### src/hdl/sipc_cfg.svh
`ifndef SIPC_CFG_SVH
`define SIPC_CFG_SVH

// Register indices; byte address is {bank, index, 2'b00}
`define SIPC_IDX_SP_MODE 8'hf0
`define SIPC_IDX_IR_OPT 8'hf1
`define SIPC_IDX_IR_TMO 8'hf2
`define SIPC_BANK_BIT 10
`define SIPC_ADDR_W 12
`define SIPC_ADDR_SP1_MODE 12'h3c0
`define SIPC_ADDR_SP2_MODE 12'h7c0
`define SIPC_ADDR_IR_OPT 12'h7c4
`define SIPC_ADDR_IR_TMO 12'h7c8
`define SIPC_ADDR_STATUS 12'h000
`define SIPC_ADDR_MASK 12'h004

// Field positions
`define SIPC_SP_MIDI 0
`define SIPC_SP_HS 1
`define SIPC_SP1_SHARE 7
`define SIPC_SP2_IDLE 5
`define SIPC_IR_RXPOL 0
`define SIPC_IR_TXPOL 1
`define SIPC_IR_HDX 2
`define SIPC_IR_MODE_LO 3
`define SIPC_IR_MODE_HI 5
`define SIPC_IR_LOC 6

// Bits stored in the mode registers (second port bit 5 is held in its own standby flop); reserved bits are not stored and read as zero
`define SIPC_SP1_WMASK 8'h83
`define SIPC_SP2_WMASK 8'h03
`define SIPC_IR_WMASK 8'h7f

// Reset values
`define SIPC_SP_RST 8'h00
`define SIPC_IR_RST 8'h02
`define SIPC_TMO_RST 8'h03
`define SIPC_EV_RST 4'h0

// Event bits of the status and mask registers
`define SIPC_EV_W 4
`define SIPC_EV_IRQ1 0
`define SIPC_EV_IRQ2 1
`define SIPC_EV_BLANK 2
`define SIPC_EV_BADMODE 3

// Timing
`define SIPC_CLK_PERIOD_NS 4
`define SIPC_BLANK_STEP_US 100
`define SIPC_BLANK_STEP_CYCLES ((`SIPC_BLANK_STEP_US * 1000) / `SIPC_CLK_PERIOD_NS)
`define SIPC_TICK_W 16

`endif

### src/hdl/sipc_pkg.sv
package sipc_pkg;

  typedef enum logic [2:0] {
    sipc_mode_com = 3'b000,
    sipc_mode_irda = 3'b001,
    sipc_mode_ask = 3'b010
  } sipc_irmode_e;

  typedef enum logic [1:0] {
    blk_idle = 2'b00,
    blk_tx = 2'b01,
    blk_hold = 2'b10
  } sipc_blank_e;

endpackage

### src/hdl/sipc_blank.sv
`timescale 1ns/1ns
`include "sipc_cfg.svh"

module sipc_blank #(
  parameter logic [`SIPC_TICK_W-1:0] TICK_CYCLES = `SIPC_TICK_W'(`SIPC_BLANK_STEP_CYCLES)
) (
  // Clock and reset
  input wire logic pclk,
  input wire logic presetn,
  // Control
  input wire logic half_duplex,
  input wire logic tx_busy,
  input wire logic [7:0] timeout,
  // Result
  output logic blank,
  output logic blank_done
);

  sipc_pkg::sipc_blank_e state_ff;
  logic [7:0] remain_ff;
  logic [`SIPC_TICK_W-1:0] tick_ff;
  logic tick;

  // Tick restarts at the end of transmission so each step is a full 100 us
  assign tick = (tick_ff == TICK_CYCLES - `SIPC_TICK_W'(1));

  always_ff @(posedge pclk or negedge presetn) begin
    if (!presetn) begin
      tick_ff <= '0;
    end else if (state_ff != sipc_pkg::blk_hold || tick) begin
      tick_ff <= '0;
    end else begin
      tick_ff <= tick_ff + `SIPC_TICK_W'(1);
    end
  end

  always_ff @(posedge pclk or negedge presetn) begin
    if (!presetn) begin
      state_ff <= sipc_pkg::blk_idle;
      remain_ff <= '0;
    end else begin
      unique case (state_ff)
        sipc_pkg::blk_idle: begin
          if (half_duplex && tx_busy) begin
            state_ff <= sipc_pkg::blk_tx;
          end
        end
        sipc_pkg::blk_tx: begin
          if (!tx_busy) begin
            remain_ff <= timeout;
            state_ff <= (timeout == 8'h00) ? sipc_pkg::blk_idle : sipc_pkg::blk_hold;
          end
        end
        sipc_pkg::blk_hold: begin
          if (tx_busy) begin
            state_ff <= sipc_pkg::blk_tx;
          end else if (tick) begin
            remain_ff <= remain_ff - 8'h01;
            if (remain_ff == 8'h01) begin
              state_ff <= sipc_pkg::blk_idle;
            end
          end
        end
        default: begin
          state_ff <= sipc_pkg::blk_idle;
        end
      endcase
    end
  end

  assign blank = (state_ff != sipc_pkg::blk_idle) || (half_duplex && tx_busy);
  assign blank_done = (state_ff == sipc_pkg::blk_hold) && !tx_busy && tick &&
                      (remain_ff == 8'h01);

endmodule

### src/hdl/sipc_irq.sv
`timescale 1ns/1ns
`include "sipc_cfg.svh"

module sipc_irq (
  // Clock and reset
  input wire logic pclk,
  input wire logic presetn,
  // Events and software access
  input wire logic [`SIPC_EV_W-1:0] set_ev,
  input wire logic [`SIPC_EV_W-1:0] clr_ev,
  input wire logic [`SIPC_EV_W-1:0] mask,
  // Result
  output logic [`SIPC_EV_W-1:0] status,
  output logic irq
);

  logic [`SIPC_EV_W-1:0] status_ff;

  // A set in the clearing cycle wins so no event is lost
  always_ff @(posedge pclk or negedge presetn) begin
    if (!presetn) begin
      status_ff <= `SIPC_EV_RST;
    end else begin
      status_ff <= (status_ff & ~clr_ev) | set_ev;
    end
  end

  assign status = status_ff;
  assign irq = |(status_ff & mask);

endmodule

### src/hdl/sipc_top.sv
// Functional notes
// - Mode bit 0 of each serial port enables MIDI support; default off.
// - Mode bit 1 of each serial port enables high-speed operation; default off.
// - First port mode bit 7 makes both ports share one interrupt line.
// - With sharing, both assigned lines assert when either port interrupts.
// - Second port mode bit 5: idle transmit pin low when clear, tristated when set.
// - The idle-state bit is reset only by the standby-supply power-on reset.
// - Settings reset only on hard resets; soft resets leave them alone.
// - Infrared option bit 0 selects receive polarity; default active high.
// - Infrared option bit 1 selects transmit polarity; default active low.
// - Infrared option bit 2 selects full duplex (clear) or half duplex.
// - Infrared bits 5:3 pick standard, IrDA or amplitude-keyed infrared; others reserved.
// - Infrared bit 6 routes traffic to normal pins or alternate infrared pins.
// - Eight-bit turnaround timeout in 100 us steps up to 25.5 ms; default 3.
// - Count zero blanks only during transmit; each count adds 100 us.
`timescale 1ns/1ns
`include "sipc_cfg.svh"

module sipc_top #(
  parameter logic [`SIPC_TICK_W-1:0] TICK_CYCLES = `SIPC_TICK_W'(`SIPC_BLANK_STEP_CYCLES)
) (
  // Clock and resets
  input wire logic pclk,
  input wire logic presetn,
  input wire logic standby_por_n,
  // APB slave
  input wire logic psel,
  input wire logic penable,
  input wire logic pwrite,
  input wire logic [`SIPC_ADDR_W-1:0] paddr,
  input wire logic [31:0] pwdata,
  output logic [31:0] prdata,
  output logic pready,
  output logic pslverr,
  // Serial port settings
  output logic first_midi_en,
  output logic first_high_speed,
  output logic second_midi_en,
  output logic second_high_speed,
  output logic [2:0] ir_mode,
  output logic ir_half_duplex,
  // Serial port interrupts
  input wire logic first_port_irq,
  input wire logic second_port_irq,
  output logic first_irq_line,
  output logic second_irq_line,
  // Second port transmit side
  input wire logic second_uart_txd,
  input wire logic second_port_active,
  input wire logic ir_tx_code,
  input wire logic ir_tx_busy,
  output logic second_port_tx_pin_o,
  output logic second_port_tx_pin_oe,
  output logic alternate_infrared_tx_pin,
  // Second port receive side
  input wire logic second_port_rx_pin,
  input wire logic alternate_infrared_rx_pin,
  output logic second_rx,
  // Interrupt
  output logic irq
);

  logic [7:0] sp1_mode_ff;
  logic [7:0] sp2_mode_ff;
  logic idle_tx_tristate_select_ff;
  logic [7:0] ir_opt_ff;
  logic [7:0] ir_tmo_ff;
  logic [`SIPC_EV_W-1:0] mask_ff;
  logic [`SIPC_EV_W-1:0] rd_status_ff;
  logic [31:0] prdata_ff;
  logic first_irq_d_ff;
  logic second_irq_d_ff;
  logic tx_o_ff;
  logic tx_oe_ff;
  logic alt_tx_ff;
  logic rx_ff;
  logic first_irq_ff;
  logic second_irq_ff;
  logic nxt_tx_o;
  logic nxt_tx_oe;
  logic nxt_alt_tx;
  logic nxt_rx;
  logic setup;
  logic access;
  logic wr;
  logic rd_setup;
  logic hit;
  logic ir_on;
  logic blank;
  logic blank_done;
  logic bad_mode_wr;
  logic [2:0] mode_field;
  logic [7:0] sp2_view;
  logic [`SIPC_EV_W-1:0] status;
  logic [`SIPC_EV_W-1:0] set_ev;
  logic [`SIPC_EV_W-1:0] clr_ev;
  sipc_pkg::sipc_irmode_e mode;

  function automatic logic addr_is(input logic [`SIPC_ADDR_W-1:0] a,
                                   input logic [`SIPC_ADDR_W-1:0] reg_addr);
    addr_is = (a == reg_addr);
  endfunction

  function automatic logic polarize(input logic level, input logic invert);
    polarize = level ^ invert;
  endfunction

  // Reserved codes fall back to plain serial so the pins never float in an
  // undefined state
  function automatic sipc_pkg::sipc_irmode_e decode_mode(input logic [2:0] code);
    if (code == 3'b001) begin
      decode_mode = sipc_pkg::sipc_mode_irda;
    end else if (code == 3'b010) begin
      decode_mode = sipc_pkg::sipc_mode_ask;
    end else begin
      decode_mode = sipc_pkg::sipc_mode_com;
    end
  endfunction

  // APB decode
  assign setup = psel && !penable;
  assign access = psel && penable;
  assign hit = addr_is(paddr, `SIPC_ADDR_SP1_MODE) || addr_is(paddr, `SIPC_ADDR_SP2_MODE) ||
               addr_is(paddr, `SIPC_ADDR_IR_OPT) || addr_is(paddr, `SIPC_ADDR_IR_TMO) ||
               addr_is(paddr, `SIPC_ADDR_STATUS) || addr_is(paddr, `SIPC_ADDR_MASK);
  assign wr = access && pwrite && hit;
  assign rd_setup = setup && !pwrite;
  assign pready = 1'b1;
  assign pslverr = access && !hit;

  // Only the bits the read actually returned are cleared
  assign clr_ev = (access && !pwrite && addr_is(paddr, `SIPC_ADDR_STATUS)) ?
                  rd_status_ff : `SIPC_EV_RST;

  // Hard reset covers main-supply and bus resets; there is no soft reset path
  always_ff @(posedge pclk or negedge presetn) begin
    if (!presetn) begin
      sp1_mode_ff <= `SIPC_SP_RST;
    end else if (wr && addr_is(paddr, `SIPC_ADDR_SP1_MODE)) begin
      sp1_mode_ff <= pwdata[7:0] & `SIPC_SP1_WMASK;
    end
  end

  always_ff @(posedge pclk or negedge presetn) begin
    if (!presetn) begin
      sp2_mode_ff <= `SIPC_SP_RST;
    end else if (wr && addr_is(paddr, `SIPC_ADDR_SP2_MODE)) begin
      sp2_mode_ff <= pwdata[7:0] & `SIPC_SP2_WMASK;
    end
  end

  // Lives on the standby supply, so a host reset must not disturb it
  always_ff @(posedge pclk or negedge standby_por_n) begin
    if (!standby_por_n) begin
      idle_tx_tristate_select_ff <= 1'b0;
    end else if (wr && addr_is(paddr, `SIPC_ADDR_SP2_MODE)) begin
      idle_tx_tristate_select_ff <= pwdata[`SIPC_SP2_IDLE];
    end
  end

  always_ff @(posedge pclk or negedge presetn) begin
    if (!presetn) begin
      ir_opt_ff <= `SIPC_IR_RST;
    end else if (wr && addr_is(paddr, `SIPC_ADDR_IR_OPT)) begin
      ir_opt_ff <= pwdata[7:0] & `SIPC_IR_WMASK;
    end
  end

  always_ff @(posedge pclk or negedge presetn) begin
    if (!presetn) begin
      ir_tmo_ff <= `SIPC_TMO_RST;
    end else if (wr && addr_is(paddr, `SIPC_ADDR_IR_TMO)) begin
      ir_tmo_ff <= pwdata[7:0];
    end
  end

  always_ff @(posedge pclk or negedge presetn) begin
    if (!presetn) begin
      mask_ff <= `SIPC_EV_RST;
    end else if (wr && addr_is(paddr, `SIPC_ADDR_MASK)) begin
      mask_ff <= pwdata[`SIPC_EV_W-1:0];
    end
  end

  assign sp2_view = sp2_mode_ff |
                    ({7'h00, idle_tx_tristate_select_ff} << `SIPC_SP2_IDLE);

  // Read data is captured in the setup cycle and stands through the access
  always_ff @(posedge pclk or negedge presetn) begin
    if (!presetn) begin
      prdata_ff <= '0;
      rd_status_ff <= `SIPC_EV_RST;
    end else if (rd_setup) begin
      rd_status_ff <= `SIPC_EV_RST;
      if (addr_is(paddr, `SIPC_ADDR_SP1_MODE)) begin
        prdata_ff <= {24'h000000, sp1_mode_ff};
      end else if (addr_is(paddr, `SIPC_ADDR_SP2_MODE)) begin
        prdata_ff <= {24'h000000, sp2_view};
      end else if (addr_is(paddr, `SIPC_ADDR_IR_OPT)) begin
        prdata_ff <= {24'h000000, ir_opt_ff};
      end else if (addr_is(paddr, `SIPC_ADDR_IR_TMO)) begin
        prdata_ff <= {24'h000000, ir_tmo_ff};
      end else if (addr_is(paddr, `SIPC_ADDR_STATUS)) begin
        prdata_ff <= {28'h0000000, status};
        rd_status_ff <= status;
      end else if (addr_is(paddr, `SIPC_ADDR_MASK)) begin
        prdata_ff <= {28'h0000000, mask_ff};
      end else begin
        prdata_ff <= '0;
      end
    end
  end

  assign prdata = prdata_ff;

  // Configuration outputs
  assign first_midi_en = sp1_mode_ff[`SIPC_SP_MIDI];
  assign second_midi_en = sp2_mode_ff[`SIPC_SP_MIDI];
  assign first_high_speed = sp1_mode_ff[`SIPC_SP_HS];
  assign second_high_speed = sp2_mode_ff[`SIPC_SP_HS];
  assign mode_field = ir_opt_ff[`SIPC_IR_MODE_HI:`SIPC_IR_MODE_LO];
  assign mode = decode_mode(mode_field);
  assign ir_mode = mode;
  assign ir_on = (mode != sipc_pkg::sipc_mode_com);
  assign ir_half_duplex = ir_opt_ff[`SIPC_IR_HDX];

  // Interrupt routing. With sharing on, either port drives both lines; the
  // line of an unassigned port is simply not connected upstream.
  always_ff @(posedge pclk or negedge presetn) begin
    if (!presetn) begin
      first_irq_ff <= 1'b0;
      second_irq_ff <= 1'b0;
    end else if (sp1_mode_ff[`SIPC_SP1_SHARE]) begin
      first_irq_ff <= first_port_irq || second_port_irq;
      second_irq_ff <= first_port_irq || second_port_irq;
    end else begin
      first_irq_ff <= first_port_irq;
      second_irq_ff <= second_port_irq;
    end
  end

  assign first_irq_line = first_irq_ff;
  assign second_irq_line = second_irq_ff;

  // Transmit pin steering
  always_comb begin
    nxt_alt_tx = polarize(1'b0, ir_opt_ff[`SIPC_IR_TXPOL]);
    if (second_port_active && !(ir_on && ir_opt_ff[`SIPC_IR_LOC])) begin
      nxt_tx_oe = 1'b1;
      if (ir_on) begin
        nxt_tx_o = polarize(ir_tx_code, ir_opt_ff[`SIPC_IR_TXPOL]);
      end else begin
        nxt_tx_o = second_uart_txd;
      end
    end else begin
      nxt_tx_o = 1'b0;
      nxt_tx_oe = !idle_tx_tristate_select_ff;
    end
    if (ir_on && ir_opt_ff[`SIPC_IR_LOC] && second_port_active) begin
      nxt_alt_tx = polarize(ir_tx_code, ir_opt_ff[`SIPC_IR_TXPOL]);
    end
  end

  // Receive path: polarity, then blanking during turnaround
  always_comb begin
    if (!ir_on) begin
      nxt_rx = second_port_rx_pin;
    end else if (blank) begin
      nxt_rx = 1'b0;
    end else if (ir_opt_ff[`SIPC_IR_LOC]) begin
      nxt_rx = polarize(alternate_infrared_rx_pin, ir_opt_ff[`SIPC_IR_RXPOL]);
    end else begin
      nxt_rx = polarize(second_port_rx_pin, ir_opt_ff[`SIPC_IR_RXPOL]);
    end
  end

  // Pins come from flops; reset tristates tx, which then idles as the idle-state bit selects
  always_ff @(posedge pclk or negedge presetn) begin
    if (!presetn) begin
      tx_o_ff <= 1'b0;
      tx_oe_ff <= 1'b0;
      alt_tx_ff <= 1'b0;
      rx_ff <= 1'b0;
    end else begin
      tx_o_ff <= nxt_tx_o;
      tx_oe_ff <= nxt_tx_oe;
      alt_tx_ff <= nxt_alt_tx;
      rx_ff <= nxt_rx;
    end
  end

  assign second_port_tx_pin_o = tx_o_ff;
  assign second_port_tx_pin_oe = tx_oe_ff;
  assign alternate_infrared_tx_pin = alt_tx_ff;
  assign second_rx = rx_ff;

  sipc_blank #(
    .TICK_CYCLES(TICK_CYCLES)
  ) u_blank (
    .pclk(pclk),
    .presetn(presetn),
    .half_duplex(ir_on && ir_opt_ff[`SIPC_IR_HDX]),
    .tx_busy(ir_tx_busy),
    .timeout(ir_tmo_ff),
    .blank(blank),
    .blank_done(blank_done)
  );

  // Events: rising port interrupts, end of blanking, reserved mode written
  always_ff @(posedge pclk or negedge presetn) begin
    if (!presetn) begin
      first_irq_d_ff <= 1'b0;
      second_irq_d_ff <= 1'b0;
    end else begin
      first_irq_d_ff <= first_port_irq;
      second_irq_d_ff <= second_port_irq;
    end
  end

  assign bad_mode_wr = wr && addr_is(paddr, `SIPC_ADDR_IR_OPT) &&
                       (pwdata[`SIPC_IR_MODE_HI:`SIPC_IR_MODE_LO] !=
                        3'(decode_mode(pwdata[`SIPC_IR_MODE_HI:`SIPC_IR_MODE_LO])));

  always_comb begin
    set_ev = `SIPC_EV_RST;
    set_ev[`SIPC_EV_IRQ1] = first_port_irq && !first_irq_d_ff;
    set_ev[`SIPC_EV_IRQ2] = second_port_irq && !second_irq_d_ff;
    set_ev[`SIPC_EV_BLANK] = blank_done;
    set_ev[`SIPC_EV_BADMODE] = bad_mode_wr;
  end

  sipc_irq u_irq (
    .pclk(pclk),
    .presetn(presetn),
    .set_ev(set_ev),
    .clr_ev(clr_ev),
    .mask(mask_ff),
    .status(status),
    .irq(irq)
  );

endmodule

### config.mk
export PLATFORM = sky130hd
export DESIGN_NAME = sipc_top
export DESIGN_NICKNAME = d
export VERILOG_FILES = /design/src/hdl/sipc_pkg.sv /design/src/hdl/sipc_blank.sv /design/src/hdl/sipc_irq.sv /design/src/hdl/sipc_top.sv
export VERILOG_INCLUDE_DIRS = /design/src /design/src/hdl
export SDC_FILE = /design/constraint.sdc
export NUM_CORES = 1
export LEC_CHECK = 0
export BUFFER_PORTS_ARGS = -buffer_cell sky130_fd_sc_hd__buf_4
export CAP_MARGIN = 10
export CORE_ASPECT_RATIO = 0.9
export CORE_MARGIN = 5
export CORE_UTILIZATION = 45
export DETAILED_ROUTE_END_ITERATION = 10
export HOLD_SLACK_MARGIN = 0.05
export PLACE_DENSITY = 0.73
export SLEW_MARGIN = 20
export SYNTH_ARGS = -nofsm -noshare
export SYNTH_HDL_FRONTEND = slang
export SYNTH_SLANG_ARGS = --single-unit
### constraint.sdc
create_clock -name pclk -period 3.3 [get_ports pclk]
set_input_delay 0.99 -clock pclk [delete_from_list [all_inputs] [get_ports pclk]]
set_output_delay 0.99 -clock pclk [all_outputs]
set_load 0.01 [all_outputs]
==> out/results.ini, run 1 <==
[grt]
grt-ovfl-total=0
grt_max_degree=75
grtUsageTotal=0.1912
grt_pass1_vias=3196
antenna_found_initial=0
grt_pass1_wl_mm=16.28

[sta]
layout_setup_ws_ns=-0.02893
slew_headroom=0.3882
post-route-min-period_ns=3.329
finalSetupViolations=1
fin_crit_sh=1.009
rsz0062_at_grt=yes
max_freq_mhz=300.4
finalHoldViolCount=0
finalMaxSlewViolations=0
worst_slew_pin_slew_ns=0.9177
fin_worst_skew_ns=0.01293

[logic_synthesis]
syn_area_mm2=0.004016
ys_types=57
yosysWarnings=0
synth-edff-count=0
synth-seq-cells=75
syn-mean-instance-area_um2=9.892
ys_async_sr_fraction=1.000
synth-seq-area-share=0.4682
synthCells=406
ys.flop_type=dfrtp_1

[cts]
cts_buffer_depth=2
clk_pin_slew_ns=0.08
cts_tree=done
cts_max_level=3
clock_tree.root_cell=clkbuf_8
clock_latency_ns=0.36
numCtsBuffers=9
cts.sinks=75
cts_hold_buf=0

[routing]
wire_per_inst_um=17.01
viasPerCell=5.607
drtAntennaViolNets=0
first_pass_iters=5
vias=3314
drt-total-wl_mm=10.05
remaining_drc_errors=0
drt_iter0_markers=209

[floorplanning]
die_h_um=99.63
dieArea_mm2=0.01092
initial_utilization=0.4644
num_rows=32
coreArea_mm2=0.008648
die_w_um=109.6
io_pins=107

[worst_setup_path]
cp_data_required_time_ns=2.31
worstReg2RegStart=u_blank.tick_ff[4]
path_max_fanout=2
cp-start-kind=input port
critPathKind=input port to primary output
reg2regPathDepth=5
reg2reg_setup_slack_ns=0.97
cp_data_arrival_time_ns=2.34
r2r-end=u_blank.remain_ff[6]
cp-end-kind=primary output

[placed_design]
placed_area_mm2=0.004501
io_buffers=56
finalWeightedCongestion=0.8640
dp_hpwl_mm=7.342
dp.cells=577

[cells_and_area]
multiInputGateArea_mm2=0.001946
final_nets=530
final_area_mm2=0.004742
antenna_cells=0
fillers=775
final_common_cell=dfrtp_1
layout_common_cells=dfrtp_1 (72), buf_4 (62), nor2_1 (40)
finalNonFillerCells=591
drive_gt1_frac=0.2606
final-seq-area_mm2=0.001881
area_growth_pct=18.07

[run]
drv_cap=0

[power_and_ir_drop]
powerDensity_mw_per_mm2=416.5
ir_drop_mv=0.2453
p_leak_nw=2.127

[min_path]
hp-class=input port to async pin

[outcome]
status=finished with violations
violations=setup timing

[final cells by class]
class | instances | share of cell area
Sequential cell | 75 | 0.3966
Multi-Input combinational cell | 303 | 0.4103
Clock buffer | 9 | 0.02612
Inverter | 14 | 0.01108
Timing Repair Buffer | 66 | 0.1077
Tap cell | 119 | 0.03140
Clock inverter | 5 | 0.01689
[layer usage]
metal	GRT usage	share of wire	vias up
li1	-	-	1535
met1	0.2821	0.46	1626
met2	0.2792	0.46	131
met3	0.03504	0.060	22
met4	0.07191	0.020	0
met5	0	0	-
[registers in the layout, summed over array words and instances, names as in the netlist, 2 cells and up]
register and count:
u_blank.state_ff 2, prdata 8, u_blank.remain_ff 8, sp1_mode_ff 3, ir_tmo_ff 8, u_irq.status 4
sp2_mode_ff 2, ir_opt_ff 7, u_blank.tick_ff 16, rd_status_ff 4, mask_ff 4
[synth_stat cells, types with 3 or more instances]
cell type	instances	share of area
ha_1	3	0.0093
nand2_1	33	0.031
nor4_1	5	0.0078
o21ai_0	15	0.019
a21o_1	4	0.0075
a21oi_1	21	0.026
nor2b_1	3	0.0047
nor3_1	16	0.020
o2bb2ai_1	3	0.0065
dfrtp_1	72	0.45
clkbuf_1	9	0.0084
xor2_1	4	0.0087
buf_4	26	0.049
a22oi_1	9	0.017
nand3_1	9	0.011
nand2b_1	4	0.0062
o31ai_1	3	0.0056
or4_1	4	0.0075
or3_1	5	0.0078
dfstp_2	3	0.020
a22o_1	8	0.017
nand4_1	6	0.0093
and3_1	5	0.0078
nor2_1	40	0.037
o22ai_1	3	0.0047
xnor2_1	9	0.020
inv_1	14	0.013
mux2i_1	3	0.0075
mux2_2	27	0.076
[what timing repair did]
| action | CTS | global route |
|---|---|---|
| pin swaps | 2 | 0 |
| setup endpoints to repair | 1 | 1 |
| buffers inserted | 0 | 0 |
| resized for setup | 8 | 0 |
| gates cloned | 0 | 0 |
[worst max path at each step]
stage | start | end | slack [ns]
after floorplan | paddr[7] | pslverr | 0.0007
after global placement | paddr[11] | pslverr | -0.11
after detailed placement | paddr[11] | pslverr | -0.14
after CTS | paddr[11] | pslverr | -0.02
after global routing | paddr[9] | pslverr | -0.09
final | paddr[9] | pslverr | -0.03
[power by group]
part / switching (mW) / internal (mW) / leakage, nW
Combinational: 0.152 / 0.0922 / 1.04
Sequential: 0.0316 / 0.944 / 0.989
Clock: 0.339 / 0.416 / 0.0972
Total: 0.523 / 1.45 / 2.13
[worst max-delay path, stage by stage]
cell and delay (ns):
buf_4 0.10, nand4_4 0.09, or4_4 0.42, or3_4 0.34, a211oi_2 0.16, nor3_1 0.07
buf_4 0.15
[metrics by stage]
stage | hold slack, ns | TNS [ns] | power (mW) | utilization | setup slack [ns]
2_1_floorplan | 0.4212 | 0 | 1.145 | - | 0.0007461
3_3_place_gp | 0.4391 | -0.1068 | 1.216 | 0.5204 | -0.1068
3_5_place_dp | 0.4559 | -0.1405 | 1.226 | 0.5204 | -0.1405
4_1_cts | 0.3860 | -0.01659 | 1.983 | 0.5483 | -0.01659
5_1_grt | 0.3710 | -0.08528 | 2.062 | 0.5483 | -0.08528
6_report | 0.3924 | -0.02893 | 1.975 | 0.5483 | -0.02893
[kinds of logic (layout without fill, tap and decap cells)]
family | after synthesis | in the layout | synth area share
and+or+nand+nor | 149 | 149 | 0.1994
AOI/OAI and AO/OA | 82 | 82 | 0.1343
adders and majority gates | 3 | 3 | 0.009347
xor gates and xnor gates | 13 | 13 | 0.02835
DFF | 75 | 75 | 0.4682
buffers and inverters | 52 | 94 | 0.07539
muxes | 30 | 30 | 0.08318
other | 2 | 26 | 0.001870
Power figures use the tool's default switching activity.
==> run 2: changes to the inputs <==
CORE_MARGIN = 4   (was 5)
CTS_CLUSTER_SIZE = 14   (was not set)
REMOVE_ABC_BUFFERS = 1   (was not set)
==> out/results.ini, run 2 (same netlist as run 1, synthesis figures left out) <==
[cells_and_area]
fillers=772
drive_gt1_frac=0.2585
final_common_cell=dfrtp_1
layout_common_cells=dfrtp_1 (72), buf_4 (59), nor2_1 (40)
area_growth_pct=17.54
final_area_mm2=0.004721
antenna_cells=0
top_register=u_blank.tick_ff
largest_register_ffs=16
final_nets=528

[routing]
wire_per_inst_um=16.55
first_pass_iters=5
drtAntennaViolNets=0
remaining_drc_errors=0
drt-total-wl_mm=9.780
vias=3278
viasPerCell=5.547
drt_iter0_markers=260

[sta]
slew_headroom=0.3823
max_freq_mhz=300.6
finalSetupViolations=1
worst_slew_pin_slew_ns=0.9245
finalMaxSlewViolations=0
finalHoldViolCount=0
fin_crit_sh=1.008
layout_setup_ws_ns=-0.02645
rsz0062_at_grt=yes
post-route-min-period_ns=3.326
fin_worst_skew_ns=0.008692

[worst_setup_path]
cp_slowest_cell=or4_4
reg2regPathDepth=5
cp_data_required_time_ns=2.31
setup.worst_path.end=pslverr
critPathLaunch=paddr[11]
path_cells=buf_6, or4_4, or3_4, a211oi_2, nor3_1, buf_4
cp-start-kind=input port
path_max_fanout=2
worstReg2RegStart=u_blank.tick_ff[3]
r2r-end=u_blank.remain_ff[6]
cp-end-kind=primary output
critPathKind=input port to primary output
reg2reg_setup_slack_ns=0.99
cp_data_arrival_time_ns=2.34
slowest_delay_ns=0.53

[placed_design]
io_buffers=56
dp_hpwl_mm=7.195
placed_area_mm2=0.004486
finalWeightedCongestion=0.8924

[outcome]
status=finished with violations
violations=setup timing

[floorplanning]
io_pins=107
dieArea_mm2=0.01050
die_h_um=97.63
coreArea_mm2=0.008648
initial_utilization=0.4644
die_w_um=107.6
num_rows=32

[cts]
cts_buffer_depth=2
clock_tree.root_cell=clkbuf_8
clock_latency_ns=0.35
cts_tree=done
numCtsBuffers=9
clk_pin_slew_ns=0.07
cts.sinks=75
cts_max_level=3
cts_setup_buffers=0

[grt]
grt_max_degree=75
grtUsageTotal=0.1898
antenna_found_initial=0
grt_pass1_wl_mm=15.88
grt-ovfl-total=0
grt_pass1_vias=3226

[min_path]
hp-class=input port to async pin

[power_and_ir_drop]
powerDensity_mw_per_mm2=406.1
power_mw=1.917
p_leak_nw=2.121
ir_drop_mv=0.1836

[run]
drv_cap=0

-- run 2: where the power goes --
group          switching [mW]  leakage, nW  internal (mW)  total (mW)
sequential             0.0308        0.989          0.944       0.975
clock                   0.334       0.0991          0.366       0.700
combinational           0.151         1.03         0.0913       0.242
-- run 2: area by class of cell --
class	instances	area (µm²)	area share
well taps	119	148.9	0.03154
clock inverters	5	52.55	0.01113
clock buffers	11	141.4	0.02995
multi-input cells	303	1946	0.4121
inverters	14	52.55	0.01113
repair buffers	64	499.2	0.1058
flip-flops and latches	75	1881	0.3984
-- run 2: worst max-delay path, delay by kind of cell --
family / cells / cell delay, ns
simple gates: 3 / 0.95
buf+inv: 2 / 0.24
compound gates: 1 / 0.16
-- run 2: per-stage QoR --
step           setup WS, ns  instances  hold WS (ns)    TNS, ns    util
2_1_floorplan     -0.006975        392        0.4212  -0.006975       -
3_3_place_gp        -0.1066        575        0.4419    -0.1066  0.5187
3_5_place_dp        -0.1376        575        0.4556    -0.1376  0.5187
4_1_cts            -0.01773        591        0.3976   -0.01773  0.5454
5_1_grt            -0.04509        591        0.3911   -0.04509  0.5459
6_report           -0.02645        591        0.4103   -0.02645  0.5459
-- run 2: worst min-delay path by stage --
stage / endpoint / slack (ns) / cells past startpoint
after CTS: idle_tx_tristate_select_ff / 0.40 / 1
final: idle_tx_tristate_select_ff / 0.41 / 1
after floorplan: second_port_tx_pin_oe / 0.42 / 1
after global routing: idle_tx_tristate_select_ff / 0.39 / 1
after global placement: u_blank.tick_ff[0] / 0.44 / 1
after detailed placement: u_blank.tick_ff[0] / 0.46 / 1
-- run 2: repair_timing --
item | 4_1_cts | 5_1_grt
hold endpoints to repair | 0 | 0
pin swaps | 1 | 0
hold buffers | 0 | 0
endpoints found under the setup margin | 1 | 1
gates resized for setup | 8 | 1
-- run 2: routing by layer --
metal / vias to the layer above / routed length [µm] / track usage
li1: 1530 / - / -
met1: 1617 / 4524 / 0.2663
met2: 117 / 4508 / 0.2878
met3: 14 / 594 / 0.05249
met4: 0 / 153 / 0.05340
met5: - / 0 / 0
